===== src/acs_map.svh =====
// Purpose: register offsets, field positions and reset values
// Assumes: 8-bit register port, offsets are plain register indices
// Notes: included by the sequence controller, its assertions and the testbench
`ifndef ACS_MAP_SVH
`define ACS_MAP_SVH

// register offsets
`define ACS_OFS_WRAP 4'h0
`define ACS_OFS_SEQCFG 4'h3
`define ACS_OFS_START 4'h5
`define ACS_OFS_STATUS 4'h6

// start control fields
`define ACS_START_SPECIAL 6
`define ACS_START_SCAN 5
`define ACS_START_ACROSS_CHANNELS_MODE 4
`define ACS_START_CODE_HI 3
`define ACS_START_CODE_LO 0
`define ACS_START_WMASK 8'h7F

// sequence configuration fields
`define ACS_SEQCFG_TRIGEN 7
`define ACS_SEQCFG_LEN_HI 3
`define ACS_SEQCFG_LEN_LO 0
`define ACS_SEQCFG_WMASK 8'h8F

// status fields
`define ACS_STAT_DONE 7
`define ACS_STAT_OVERRUN 5
`define ACS_STAT_RSVD 4

// reset values
`define ACS_RST_START 8'h00
`define ACS_RST_WRAP 4'h0
`define ACS_RST_LEN 4'h0

// special channel codes and full length
`define ACS_CODE_REFHI 4'h4
`define ACS_CODE_REFLO 4'h5
`define ACS_CODE_REFMID 4'h6
`define ACS_LEN_FULL 5'h10

`endif


===== src/acs_pkg.sv =====
// Purpose: types shared by the sequence controller files
// Assumes: nothing
// Notes: numbers live in acs_map.svh
package acs_pkg;
    typedef logic [3:0] acs_chan_t;
    typedef logic [7:0] acs_byte_t;
    typedef enum logic [1:0] {
        ACS_IDLE,
        ACS_ISSUE,
        ACS_WAIT
    } acs_state_e;
endpackage


===== src/acs_chan_step.sv =====
// Purpose: next input channel of a multi-channel sequence
// Assumes: channels are 4-bit codes
// Notes: pure combinational step
`timescale 1ns/1ps
module acs_chan_step
    import acs_pkg::*;
(
    // current channel and wrap point
    input wire acs_chan_t curChan,
    input wire acs_chan_t wrapChan,
    // following channel
    output acs_chan_t nextChan
);
    // beyond the wrap point the 4-bit add rolls 15 to 0 by itself
    assign nextChan = (curChan == wrapChan) ? 4'h0 : curChan + 4'h1; // RQ9 RQ10
endmodule


===== src/acs_seq_ctrl.sv =====
// Purpose: start control and channel sequencing of the converter
// Assumes: 200 MHz clk, sample stage reports each finished conversion
// Notes: non-queued result counting, counter cleared at each start
`timescale 1ns/1ps
`include "acs_map.svh"

// Summary of operation
// RQ1 - A write to the start control register aborts any running sequence and starts a new one with the new fields.
// RQ2 - With external triggering on, one start write arms the block and then each trigger starts one sequence.
// RQ3 - A conversion starts with the sample phase of the first selected channel.
// RQ4 - Bit 6 set makes the channel code pick internal special channels, clear disables them.
// RQ5 - Bit 5 clear runs one sequence and stops, set repeats sequences without end.
// RQ6 - While external triggering is on, bit 5 is ignored and each trigger runs exactly one sequence.
// RQ7 - Bit 4 clear samples only the coded channel for every conversion of the sequence.
// RQ8 - Bit 4 set starts at the coded channel and steps up one per conversion for the configured count.
// RQ9 - In multi-channel mode the channel after the wrap channel is channel 0.
// RQ10 - A sequence starting above the wrap channel climbs to channel 15 before its first wrap to 0.
// RQ11 - With bit 6 clear, code bits 3 to 0 select external inputs 0 to 15 by binary value.
// RQ12 - With bit 6 set, codes 4, 5 and 6 select high, low and mid reference, other codes are reserved.
// RQ13 - The start control register sits at offset 5 and may be read and written at any time.
// RQ14 - The 4-bit sequence length gives the conversion count, with zero meaning 16.
// RQ15 - A start write clears the sequence done flag and resets the conversion counter.
// RQ16 - Bit 7 of the start control register reads zero and ignores writes.
module acs_seq_ctrl
    import acs_pkg::*;
(
    // clock and reset
    input wire logic clk,
    input wire logic reset,
    // register port
    input wire logic [3:0] regAddr,
    input wire logic [7:0] regWrData,
    input wire logic regWrEn,
    input wire logic regRdEn,
    output logic [7:0] regRdData,
    // external trigger pin
    input wire logic extTrigPin,
    // analog multiplexer and sample stage
    input wire logic convDone,
    output logic sampleStart,
    output logic convAbort,
    output logic [3:0] muxChan,
    output logic muxSpecial,
    output logic muxReserved,
    output logic seqBusy
);
    // register state
    acs_byte_t startCtl_ff;
    acs_chan_t wrapChan_ff;
    logic [3:0] seqLen_ff;
    logic trigEnable_ff;
    logic seqDone_ff;
    logic trigOverrun_ff;
    logic [3:0] convCount_ff;
    logic trigArmed_ff;

    // sequencing state
    acs_state_e state_ff;
    acs_state_e nxt_state;
    acs_chan_t curChan_ff;
    acs_chan_t nxt_chan;
    acs_chan_t stepChan;
    logic [4:0] convLeft_ff;
    logic [4:0] nxt_convLeft;

    // output flops
    logic sampleStart_ff;
    logic convAbort_ff;
    logic [3:0] muxChan_ff;
    logic muxSpecial_ff;
    logic muxReserved_ff;
    logic seqBusy_ff;
    acs_byte_t rdData_ff;

    // trigger edge detect
    logic trigLevel;
    logic trigLevelDly_ff;
    logic trigEdge;

    // decoded events
    logic startWr;
    logic cfgWr;
    logic statusWr;
    logic trigStart;
    logic lastConv;
    logic convStep;
    logic seqEnd;
    logic rerun;
    logic specialMode;
    logic scanMode;
    logic multMode;
    acs_chan_t startCode;
    logic [4:0] lenCount;

    // field views of the start control register
    assign specialMode = startCtl_ff[`ACS_START_SPECIAL];
    assign scanMode = startCtl_ff[`ACS_START_SCAN];
    assign multMode = startCtl_ff[`ACS_START_ACROSS_CHANNELS_MODE];
    assign startCode = startCtl_ff[`ACS_START_CODE_HI:`ACS_START_CODE_LO];

    // zero length code means a full sixteen
    assign lenCount = (seqLen_ff == 4'h0) ? `ACS_LEN_FULL
                                          : {1'b0, seqLen_ff}; // RQ14

    // address decode
    always_comb begin
        startWr = 1'b0;
        cfgWr = 1'b0;
        statusWr = 1'b0;
        if (regWrEn && regAddr == `ACS_OFS_START) begin
            startWr = 1'b1; // RQ13
        end else if (regWrEn && regAddr == `ACS_OFS_WRAP) begin
            cfgWr = 1'b1;
        end else if (regWrEn && regAddr == `ACS_OFS_SEQCFG) begin
            cfgWr = 1'b1;
        end else if (regWrEn && regAddr == `ACS_OFS_STATUS) begin
            statusWr = 1'b1;
        end
    end

    // trigger pin
    acs_sync3 u_trigSync (
        .clk(clk),
        .reset(reset),
        .pinIn(extTrigPin),
        .levelOut(trigLevel)
    );

    always_ff @(posedge clk) begin
        if (reset) begin
            trigLevelDly_ff <= 1'b0;
        end else begin
            trigLevelDly_ff <= trigLevel;
        end
    end

    assign trigEdge = trigLevel & ~trigLevelDly_ff;

    // a trigger only starts a sequence once armed and while idle
    assign trigStart = trigEnable_ff && trigArmed_ff && trigEdge
                       && state_ff == ACS_IDLE && !startWr && !cfgWr; // RQ2

    // conversion bookkeeping
    assign convStep = (state_ff == ACS_WAIT) && convDone && !startWr
                      && !cfgWr;
    assign lastConv = (convLeft_ff == 5'h01);
    assign seqEnd = convStep && lastConv;
    // scan repeats only without trigger control
    assign rerun = seqEnd && scanMode && !trigEnable_ff; // RQ5 RQ6

    // multi-channel step
    acs_chan_step u_step ( // RQ9 RQ10
        .curChan(curChan_ff),
        .wrapChan(wrapChan_ff),
        .nextChan(stepChan)
    );

    // next state
    always_comb begin
        nxt_state = state_ff;
        if (startWr) begin
            // armed trigger mode waits, otherwise start at once
            nxt_state = trigEnable_ff ? ACS_IDLE : ACS_ISSUE; // RQ1 RQ2
        end else if (cfgWr) begin
            nxt_state = ACS_IDLE;
        end else begin
            case (state_ff)
                ACS_IDLE: begin
                    if (trigStart) begin
                        nxt_state = ACS_ISSUE;
                    end
                end
                ACS_ISSUE: begin
                    nxt_state = ACS_WAIT;
                end
                ACS_WAIT: begin
                    if (convStep && (!lastConv || rerun)) begin
                        nxt_state = ACS_ISSUE; // RQ5
                    end else if (seqEnd) begin
                        nxt_state = ACS_IDLE;
                    end
                end
                default: begin
                    nxt_state = ACS_IDLE;
                end
            endcase
        end
    end

    always_ff @(posedge clk) begin
        if (reset) begin
            state_ff <= ACS_IDLE;
        end else begin
            state_ff <= nxt_state;
        end
    end

    // channel of the next conversion
    always_comb begin
        nxt_chan = curChan_ff;
        if (startWr) begin
            nxt_chan = regWrData[`ACS_START_CODE_HI:`ACS_START_CODE_LO];
        end else if (trigStart || rerun) begin
            nxt_chan = startCode;
        end else if (convStep && !lastConv && multMode) begin
            nxt_chan = stepChan; // RQ8
        end else if (convStep && !lastConv) begin
            nxt_chan = startCode; // RQ7
        end
    end

    always_ff @(posedge clk) begin
        if (reset) begin
            curChan_ff <= `ACS_RST_WRAP;
        end else begin
            curChan_ff <= nxt_chan;
        end
    end

    // conversions left in the running sequence
    always_comb begin
        nxt_convLeft = convLeft_ff;
        if (startWr || trigStart || rerun) begin
            nxt_convLeft = lenCount; // RQ8 RQ14
        end else if (convStep && !lastConv) begin
            nxt_convLeft = convLeft_ff - 5'h01;
        end
    end

    always_ff @(posedge clk) begin
        if (reset) begin
            convLeft_ff <= `ACS_LEN_FULL;
        end else begin
            convLeft_ff <= nxt_convLeft;
        end
    end

    // start control register, bit 7 kept at zero
    always_ff @(posedge clk) begin
        if (reset) begin
            startCtl_ff <= `ACS_RST_START;
        end else if (startWr) begin
            startCtl_ff <= regWrData & `ACS_START_WMASK; // RQ13 RQ16
        end
    end

    // configuration registers
    always_ff @(posedge clk) begin
        if (reset) begin
            wrapChan_ff <= `ACS_RST_WRAP;
            seqLen_ff <= `ACS_RST_LEN;
            trigEnable_ff <= 1'b0;
        end else if (cfgWr && regAddr == `ACS_OFS_WRAP) begin
            wrapChan_ff <= regWrData[3:0];
        end else if (cfgWr) begin
            seqLen_ff <= regWrData[`ACS_SEQCFG_LEN_HI:`ACS_SEQCFG_LEN_LO];
            trigEnable_ff <= regWrData[`ACS_SEQCFG_TRIGEN];
        end
    end

    // arming for trigger mode
    always_ff @(posedge clk) begin
        if (reset) begin
            trigArmed_ff <= 1'b0;
        end else if (startWr) begin
            trigArmed_ff <= 1'b1; // RQ2
        end else if (cfgWr) begin
            trigArmed_ff <= 1'b0;
        end
    end

    // sequence done flag, a setting event beats the clear
    always_ff @(posedge clk) begin
        if (reset) begin
            seqDone_ff <= 1'b0;
        end else if (seqEnd) begin
            seqDone_ff <= 1'b1;
        end else if (startWr) begin
            seqDone_ff <= 1'b0; // RQ15
        end else if (statusWr && regWrData[`ACS_STAT_DONE]) begin
            seqDone_ff <= 1'b0;
        end
    end

    // trigger arriving while a sequence runs
    always_ff @(posedge clk) begin
        if (reset) begin
            trigOverrun_ff <= 1'b0;
        end else if (trigEnable_ff && trigEdge && state_ff != ACS_IDLE) begin
            trigOverrun_ff <= 1'b1; // RQ6
        end else if (startWr || cfgWr) begin
            trigOverrun_ff <= 1'b0;
        end else if (statusWr && regWrData[`ACS_STAT_OVERRUN]) begin
            trigOverrun_ff <= 1'b0;
        end
    end

    // conversion counter, cleared at start, abort and sequence end
    always_ff @(posedge clk) begin
        if (reset) begin
            convCount_ff <= 4'h0;
        end else if (startWr || cfgWr || seqEnd) begin
            convCount_ff <= 4'h0; // RQ15
        end else if (convStep) begin
            convCount_ff <= convCount_ff + 4'h1;
        end
    end

    // sample start marks the sample phase of each channel
    always_ff @(posedge clk) begin
        if (reset) begin
            sampleStart_ff <= 1'b0;
        end else begin
            sampleStart_ff <= (nxt_state == ACS_ISSUE); // RQ3
        end
    end

    // abort of a running conversion
    always_ff @(posedge clk) begin
        if (reset) begin
            convAbort_ff <= 1'b0;
        end else begin
            convAbort_ff <= (startWr || cfgWr) && state_ff != ACS_IDLE; // RQ1
        end
    end

    // multiplexer selection
    always_ff @(posedge clk) begin
        if (reset) begin
            muxChan_ff <= 4'h0;
            muxSpecial_ff <= 1'b0;
            muxReserved_ff <= 1'b0;
        end else if (nxt_state == ACS_ISSUE) begin
            muxChan_ff <= nxt_chan; // RQ11
            muxSpecial_ff <= startWr ? regWrData[`ACS_START_SPECIAL]
                                     : specialMode; // RQ4
            if (startWr ? regWrData[`ACS_START_SPECIAL] : specialMode) begin
                muxReserved_ff <= nxt_chan != `ACS_CODE_REFHI
                                  && nxt_chan != `ACS_CODE_REFLO
                                  && nxt_chan != `ACS_CODE_REFMID; // RQ12
            end else begin
                muxReserved_ff <= 1'b0;
            end
        end
    end

    always_ff @(posedge clk) begin
        if (reset) begin
            seqBusy_ff <= 1'b0;
        end else begin
            seqBusy_ff <= (nxt_state != ACS_IDLE);
        end
    end

    // read data one cycle after the strobe, unmapped reads zero
    always_ff @(posedge clk) begin
        if (reset) begin
            rdData_ff <= 8'h00;
        end else if (!regRdEn) begin
            rdData_ff <= 8'h00;
        end else if (regAddr == `ACS_OFS_START) begin
            rdData_ff <= startCtl_ff; // RQ13 RQ16
        end else if (regAddr == `ACS_OFS_WRAP) begin
            rdData_ff <= {4'h0, wrapChan_ff};
        end else if (regAddr == `ACS_OFS_SEQCFG) begin
            rdData_ff <= {trigEnable_ff, 3'h0, seqLen_ff};
        end else if (regAddr == `ACS_OFS_STATUS) begin
            rdData_ff <= {seqDone_ff, 1'b0, trigOverrun_ff, 1'b0,
                          convCount_ff};
        end else begin
            rdData_ff <= 8'h00;
        end
    end

    assign regRdData = rdData_ff;
    assign sampleStart = sampleStart_ff;
    assign convAbort = convAbort_ff;
    assign muxChan = muxChan_ff;
    assign muxSpecial = muxSpecial_ff;
    assign muxReserved = muxReserved_ff;
    assign seqBusy = seqBusy_ff;
endmodule


===== src/acs_sync3.sv =====
// Purpose: three-stage synchroniser for a pin level
// Assumes: one clock, synchronous reset
// Notes: level counts once stages two and three agree
`timescale 1ns/1ps
module acs_sync3 (
    // clock and reset
    input wire logic clk,
    input wire logic reset,
    // raw pin and settled level
    input wire logic pinIn,
    output logic levelOut
);
    logic stageA_ff;
    logic stageB_ff;
    logic stageC_ff;
    logic level_ff;

    always_ff @(posedge clk) begin
        if (reset) begin
            stageA_ff <= 1'b0;
            stageB_ff <= 1'b0;
            stageC_ff <= 1'b0;
        end else begin
            stageA_ff <= pinIn;
            stageB_ff <= stageA_ff;
            stageC_ff <= stageB_ff;
        end
    end

    always_ff @(posedge clk) begin
        if (reset) begin
            level_ff <= 1'b0;
        end else if (stageB_ff == stageC_ff) begin
            level_ff <= stageC_ff;
        end
    end

    assign levelOut = level_ff;
endmodule


===== config.mk =====
export PLATFORM = sky130hd
export DESIGN_NAME = acs_seq_ctrl
export DESIGN_NICKNAME = d
export VERILOG_FILES = /design/src/acs_pkg.sv /design/src/acs_chan_step.sv /design/src/acs_seq_ctrl.sv /design/src/acs_sync3.sv
export VERILOG_INCLUDE_DIRS = /design/src /design/src/src
export SDC_FILE = /design/constraint.sdc
export NUM_CORES = 1
export LEC_CHECK = 0
export BUFFER_PORTS_ARGS = -buffer_cell sky130_fd_sc_hd__buf_2
export CORE_AREA = 2 2 72 74
export DETAILED_ROUTE_END_ITERATION = 10
export DIE_AREA = 0 0 74 76
export HOLD_SLACK_MARGIN = 0.08
export PLACE_DENSITY_LB_ADDON = 0.08
export SLEW_MARGIN = 20
export SYNTH_ARGS = -nofsm -noshare
export SYNTH_HDL_FRONTEND = slang
export SYNTH_HIERARCHICAL = 1
export SYNTH_SLANG_ARGS = --single-unit

===== constraint.sdc =====
create_clock -name clk -period 2.8 [get_ports clk]
set_clock_uncertainty 0.15 [all_clocks]
set_input_delay 0.42 -clock clk [delete_from_list [all_inputs] [get_ports clk]]
set_output_delay 0.42 -clock clk [all_outputs]
set_load 0.02 [all_outputs]

-- After elaboration in Yosys (flattened, before gate mapping)
Cells that the tools add are included.
- register bits after elaboration: 56
- input port bits: 18
- output and inout port bits: 17
- word-level logic and storage cells: 129
- $add $sub $neg: 3
- equality and inequality tests: 12
- muxes and demuxes: 37
- bitwise gates (word level): 4
- reductions and logical operators: 49
- operators by type and width (kind ; number):
    1-bit logical AND ; 26
    4-bit 2-to-1 mux ; 5
    1-bit 2-to-1 mux ; 19
    8-bit 2-to-1 mux ; 2
    5-bit 2-to-1 mux ; 3
    7-bit 2-to-1 mux ; 2
    4-bit by 3-bit != test with 1-bit output (second input constant) ; 3
    2-bit 2-to-1 mux ; 5
    4-bit by 1-bit adder with 4-bit output (second input constant) ; 2
    4-bit by 3-bit equality test with 1-bit output (second input constant) ; 2
    4-bit zero test ; 2
    2-bit nonzero test ; 4
    1-bit logical OR ; 6
    2-bit case mux with 3 select lines ; 1
    3-bit nonzero test ; 2
    5-bit by 1-bit equality test with 1-bit output (second input constant) ; 1
    5-bit by 1-bit subtractor with 5-bit output (second input constant) ; 1
    2-bit by 1-bit equality test with 1-bit output (second input constant) ; 2
    4-bit by 2-bit equality test with 1-bit output (second input constant) ; 1
    4-bit equality test ; 1
    1-bit zero test ; 4
    2-bit OR reduction ; 2
    4-bit OR reduction ; 1
    1-bit NOT ; 3
    other kinds (5) ; 5

-- Depth between registers and ports, before layout
- depth in word-level cells: 17
- depth in mapped cells: 10
- mapped depth without buffers: 9

-- Cells and area by module
The synthesis kept the hierarchy.
- modules (own cells, without submodules) (module ; instances ; cells each ; area each (um^2) ; seq. area each (um^2)):
    acs_seq_ctrl ; 1 ; 291 ; 2483.6 ; 1041.0
    acs_sync3 ; 1 ; 10 ; 112.6 ; 80.1
    acs_chan_step ; 1 ; 13 ; 100.1 ; 0.0

-- Worst setup path after synthesis
No wires, ideal clock.
- path kind: input-to-reg
- from: input port regAddr[1]
- to: register muxReserved_ff (netlist: muxReserved)
- library setup time: 70 ps
- data arrival time: 2018 ps
- required time: 2580 ps
- setup slack: 562 ps
- cell stages on the path: 8
- path buffers: 1
- cell sequence: buf_4 -> and4bb_4 -> a22oi_4 -> nand2_4 -> o211ai_1 -> nor2_1 -> or4_1 -> a21oi_1
- word-level cells in the longest chain between the ends: 17
- elaborated cells on any way between the ends: 42
- those cells by class: eq/ne (6); mux (16); reduce/logical (20)
- RTL lines (item ; RTL line ; text):
    from (decl) ; acs_seq_ctrl.sv:31 ; input wire logic [3:0] regAddr,
    4-bit by 2-bit equality test with 1-bit output (no source line) ; n/a ;
    1-bit logical AND (no source line) ; n/a ;
    1-bit 2-to-1 mux ; acs_seq_ctrl.sv:114 ; end else if (regWrEn && regAddr == `ACS_OFS_SEQCFG) begin
    1-bit 2-to-1 mux ; acs_seq_ctrl.sv:112 ; end else if (regWrEn && regAddr == `ACS_OFS_WRAP) begin
    1-bit 2-to-1 mux ; acs_seq_ctrl.sv:110 ; if (regWrEn && regAddr == `ACS_OFS_START) begin
    1-bit zero test ; acs_seq_ctrl.sv:141, acs_seq_ctrl.sv:145 ;
    1-bit logical AND ; acs_seq_ctrl.sv:145 ; && !cfgWr;
    1-bit logical AND ; acs_seq_ctrl.sv:147 ; assign seqEnd = convStep && lastConv;
    1-bit logical AND (2 in a row) ; acs_seq_ctrl.sv:149 ; assign rerun = seqEnd && scanMode && !trigEnable_ff;
    1-bit logical OR (on tied branches) ; acs_seq_ctrl.sv:177, acs_seq_ctrl.sv:203 ;
    1-bit logical AND or 4-bit 2-to-1 mux (tied branches) ; acs_seq_ctrl.sv:177, acs_seq_ctrl.sv:203 ;
    2-bit 2-to-1 mux or 4-bit 2-to-1 mux (tied branches) ; acs_seq_ctrl.sv:177, acs_seq_ctrl.sv:201 ;
    2-bit case mux with 3 select lines or 4-bit by 3-bit != test with 1-bit output (tied branches) ; n/a ;
    2-bit 2-to-1 mux or 1-bit logical AND (tied branches) (2 in a row) ; n/a ;
    2-bit by 1-bit equality test with 1-bit output or 1-bit 2-to-1 mux (tied branches) ; acs_seq_ctrl.sv:333, acs_seq_ctrl.sv:337 ;
    to (signal assigned) ; acs_seq_ctrl.sv:338 ; muxReserved_ff <= nxt_chan != `ACS_CODE_REFHI
    to (decl) ; acs_seq_ctrl.sv:71 ; logic muxReserved_ff;
Parallel ways exist; a longest one is shown, timed or not.
A chain may end at the register's enable or synchronous reset.

-- Worst setup path after layout
- from: register convLeft_ff[1]
- to: register muxReserved_ff (netlist: muxReserved)
- word-level cells in the longest chain between the ends: 11
- elaborated cells on any way between the ends: 26
- those cells by class: eq/ne (5); mux (10); reduce/logical (11)
- RTL lines (item ; RTL line ; text):
    from (decl) ; acs_seq_ctrl.sv:63 ; logic [4:0] convLeft_ff;
    from (signal assigned) ; acs_seq_ctrl.sv:232 ; convLeft_ff <= `ACS_LEN_FULL;
    from (signal assigned) ; acs_seq_ctrl.sv:234 ; convLeft_ff <= nxt_convLeft;
    5-bit by 1-bit equality test with 1-bit output (*) ; acs_seq_ctrl.sv:146 ; assign lastConv = (convLeft_ff == 5'h01);
    1-bit zero test or 1-bit logical AND (tied branches) ; n/a ;
    1-bit logical AND (on tied branches) ; acs_seq_ctrl.sv:205, acs_seq_ctrl.sv:207, acs_seq_ctrl.sv:149 ;
    4-bit 2-to-1 mux (tied with other cells) ; acs_seq_ctrl.sv:207 ; end else if (convStep && !lastConv) begin
    4-bit 2-to-1 mux (tied with other cells) ; acs_seq_ctrl.sv:205 ; end else if (convStep && !lastConv && multMode) begin
    4-bit 2-to-1 mux or 1-bit logical AND (tied branches) ; acs_seq_ctrl.sv:203, acs_seq_ctrl.sv:177 ;
    4-bit 2-to-1 mux or 2-bit 2-to-1 mux (tied branches) ; acs_seq_ctrl.sv:201, acs_seq_ctrl.sv:177 ;
    4-bit by 3-bit != test with 1-bit output (no source line) or 2-bit case mux with 3 select lines (tied branches) ; n/a ;
    1-bit logical AND (no source line) or 2-bit 2-to-1 mux (tied branches) (2 in a row) ; n/a ;
    1-bit 2-to-1 mux or 2-bit by 1-bit equality test with 1-bit output (tied branches) ; acs_seq_ctrl.sv:337, acs_seq_ctrl.sv:333 ;
Every way passes the cells marked *; elsewhere a longest branch is shown, timed or not.

==> impl_metrics.env <==
export IMPL_status="completed"
export IMPL_swShare_pct=25.90
export IMPL_cts_buffers=5
export IMPL_syn_nets=336
export IMPL_finalSetupViolCount=0
export IMPL_dr_total_vias=2305
export IMPL_cp_common_cell="nor2_1"
export IMPL_rows=26
export IMPL_synth_top_family_by_area="simple AND/OR/NAND/NOR gates"
export IMPL_rsz0062_at_grt="false"
export IMPL_drive_gt1_share_pct=17.63
export IMPL_cts_setup_buffers=0
export IMPL_initial_utilization_pct=54.89
export IMPL_internal_power_mw=1.027
export IMPL_num_io_pins=35
export IMPL_antenna_left=0
export IMPL_wl_per_cell_um=15.32
export IMPL_worst_hold_slack_ns=0.1610
export IMPL_switching_power_uw=359.0
export IMPL_grt_pass1_wl_mm=10.60
export IMPL_cts_tree="yes"
export IMPL_slew_violations=0
export IMPL_synth_area_sq_um=2696
export IMPL_synthTopCellsByArea="dfxtp_1 42%, a21oi_1 5.8%, nor2_1 5.7%, nand2_1 4.3%, mux2i_1 3.7%"
export IMPL_worst_slack_ns=0.2781
export IMPL_min_path_type="input port to flop"
export IMPL_port_buffers=34
export IMPL_cts_sinks=56
export IMPL_dpl_worst_slack_ns=0.2779
export IMPL_die_h_um=76
export IMPL_p_clk_share_pct=33.3
export IMPL_multiInputGateArea_sq_um=1474
export IMPL_dp_hpwl_mm=4.754
export IMPL_hold_buffers=0
export IMPL_grt_usage_pct=24.17
export IMPL_antenna_found_initial=0
export IMPL_synth_top_area_share_pct=41.58
export IMPL_synthFlopType="dfxtp_1"
export IMPL_synthCells=314
export IMPL_drc=0
export IMPL_postCtsResizedCells=0
export IMPL_slowest_delay_ns=0.52
export IMPL_antenna_cells=0
export IMPL_leakage_nw=1.206
export IMPL_ir_drop_mv=0.3386
export IMPL_synth_compound_area_share_pct=17.08
export IMPL_cts_htree_levels=2
export IMPL_yosys_register_bits=56
export IMPL_fmax_mhz=396.5
export IMPL_cp_slowest_cell="or4_1"
export IMPL_crit_fanout=8
export IMPL_tightest_slew_ns=0.4802
export IMPL_synth_seq_area_share_pct=41.58
export IMPL_grt_max_degree=31
export IMPL_final_cell_mix="56 x dfxtp_1, 41 x nor2_1, 34 x buf_2"
export IMPL_finalCritPeriodShare_pct=90.07
export IMPL_r2r_start="convLeft_ff[1]"
export IMPL_synth_area_leader_cell="dfxtp_1"
export IMPL_layout_commonest_cell="dfxtp_1"
export IMPL_worstHoldEndpoint="u_trigSync/stageA_ff"
export IMPL_drtIter0Drc=122
export IMPL_syn_area_per_cell_sq_um=8.587
export IMPL_vias_per_cell=5.541
export IMPL_period_minus_slack_ns=2.522
export IMPL_grt_pass1_vias=2120
export IMPL_die_x_um=74
export IMPL_yosys_warnings=6
export IMPL_pwr_share_seq_pct=58.8
export IMPL_design_core_area_sq_um=4912
export IMPL_firstDrtPassIters=4
export IMPL_nFillCells=445
export IMPL_overflow=0
export IMPL_power_mw=1.386
export IMPL_synth_xor_area_share_pct=3.573
export IMPL_power_density_nw_per_um2=460.0
export IMPL_clk_latency_ns=0.33
export IMPL_die_area_sq_um=5624
export IMPL_worstHoldStart="extTrigPin"
export IMPL_synthAdderAreaFrac_pct=1.856
export IMPL_clk_pin_slew_ns=0.10
export IMPL_hold_path_cell_count=2
export IMPL_routed_wl_mm=6.375
export IMPL_crit_path_end_kind="flop"
export IMPL_reg2regPathDepth=9
export IMPL_worstPathRequired_ns=2.90
export IMPL_timing_final_hold_violations=0
export IMPL_cp_start_kind="flop"
export IMPL_ys_async_sr_fraction_pct=0
export IMPL_worstPathCellList="inv_1 > ha_1 > nor4b_4 > nor2_1 > nand2_4 > o211ai_1 > nor2_1 > or4_1 > a21oi_1"
export IMPL_r2r_end="muxReserved"
export IMPL_fin_setup_tns_ns=0
export IMPL_combPwrFrac_pct=7.8
export IMPL_seq_area_sq_um=1121
export IMPL_yosysUniqueCellTypes=54
export IMPL_max_cap_violations=0
export IMPL_rrSetupSlack_ns=0.28
export IMPL_synth_edff_count=0
export IMPL_gp_congestion=0.8738
export IMPL_slew_limit_headroom_pct=67.85
export IMPL_cp_arrival_ns=2.62
export IMPL_area_growth_pct=11.74
export IMPL_worstSetupPathType="flop to flop"
export IMPL_yosys_area_share_simple_pct=28.45
export IMPL_root_buffer="clkbuf_8"
export IMPL_nets=367
export IMPL_cts_path_max_buffers=2
export IMPL_muxShareOfSynthArea_pct=3.712
[metrics by stage]
| stage | instance area [sq um] | std cells | utilization, % |
|---|---|---|---|
| floorplan | 2696 | 314 | - |
| global placement | 2922 | 408 | 59.48 |
| detailed placement | 2922 | 408 | 59.48 |
| CTS | 3013 | 416 | 61.33 |
| global route | 3013 | 416 | 61.33 |
| finish | 3013 | 416 | 61.33 |
[critical path, delay by kind of cell, from the launching register on]
family	cells	cell delay, ns
AND/OR/NAND/NOR	5	1.26
buffers and inverters	1	0.08
flip-flops	1	0.37
AO/OA/AOI/OAI	2	0.41
adder cells (fa/ha/maj)	1	0.18
[how the worst max path moves through the flow]
stage / from / end / slack, ns / depth (start not counted)
floorplan: regAddr[1] / muxReserved / 0.56 / 8
global placement: regAddr[2] / muxReserved / 0.33 / 8
detailed placement: regAddr[2] / muxReserved / 0.28 / 8
CTS: convLeft_ff[1] / muxReserved / 0.31 / 9
global route: convLeft_ff[1] / muxReserved / 0.09 / 9
finish: convLeft_ff[1] / muxReserved / 0.28 / 9
[sequential cells by signal (all words and copies together), names as in the netlist, 2 cells and up]
name	count
seqLen_ff	4
convCount_ff	4
startCtl_ff	7
regRdData	8
state_ff	2
wrapChan_ff	4
curChan_ff	4
muxChan	4
convLeft_ff	5
[cell usage after synthesis (3+ instances only)]
master    instances
dfxtp_1          56
nor2_1           41
a21oi_1          31
nand2_1          31
nor2b_1          13
mux2i_1          10
nand3_1          10
o21ai_0           8
nand2b_1          7
xor2_1            7
clkbuf_1          6
inv_1             5
nand3b_1          5
nor3_1            5
or3_1             5
a22oi_1           4
ha_1              4
o211ai_1          4
xnor2_1           4
a211oi_1          3
a222oi_1          3
a22o_1            3
buf_2             3
buf_4             3
nor4_1            3
o21ai_1           3
o31ai_1           3
[metal layers]
layer,vias to the layer above,GRT usage [%],share of wire (%)
met2,50,37.23,47
met1,1081,34.25,49
met5,-,0,0
met4,0,7.455,0.93
met3,5,4.233,3.8
li1,1169,-,-
[power groups by stage]
stage / registers, mW / logic, mW / clock network (mW)
final: 0.816 / 0.109 / 0.462
after global routing: 0.817 / 0.121 / 0.503
after CTS: 0.815 / 0.109 / 0.467
after detailed placement: 0.834 / 0.108 / 0
after global placement: 0.834 / 0.107 / 0
after floorplan: 0.832 / 0.0762 / 0
[cell type report]
type / instances / share of cell area, %
well taps: 70 / 2.907
repair buffers: 39 / 7.309
flip-flops and latches: 56 / 37.21
clock inverters: 3 / 0.7475
multi-input cells: 238 / 48.92
clock buffers: 5 / 2.284
inverters: 5 / 0.6229
[cell families after synthesis]
family | after synthesis
compound gates | 71
mux | 10
fa+ha+maj | 4
simple gates | 142
buf+inv | 20
xor+xnor | 11
flops | 56
No activity file was read; power rests on OpenSTA's default activity.
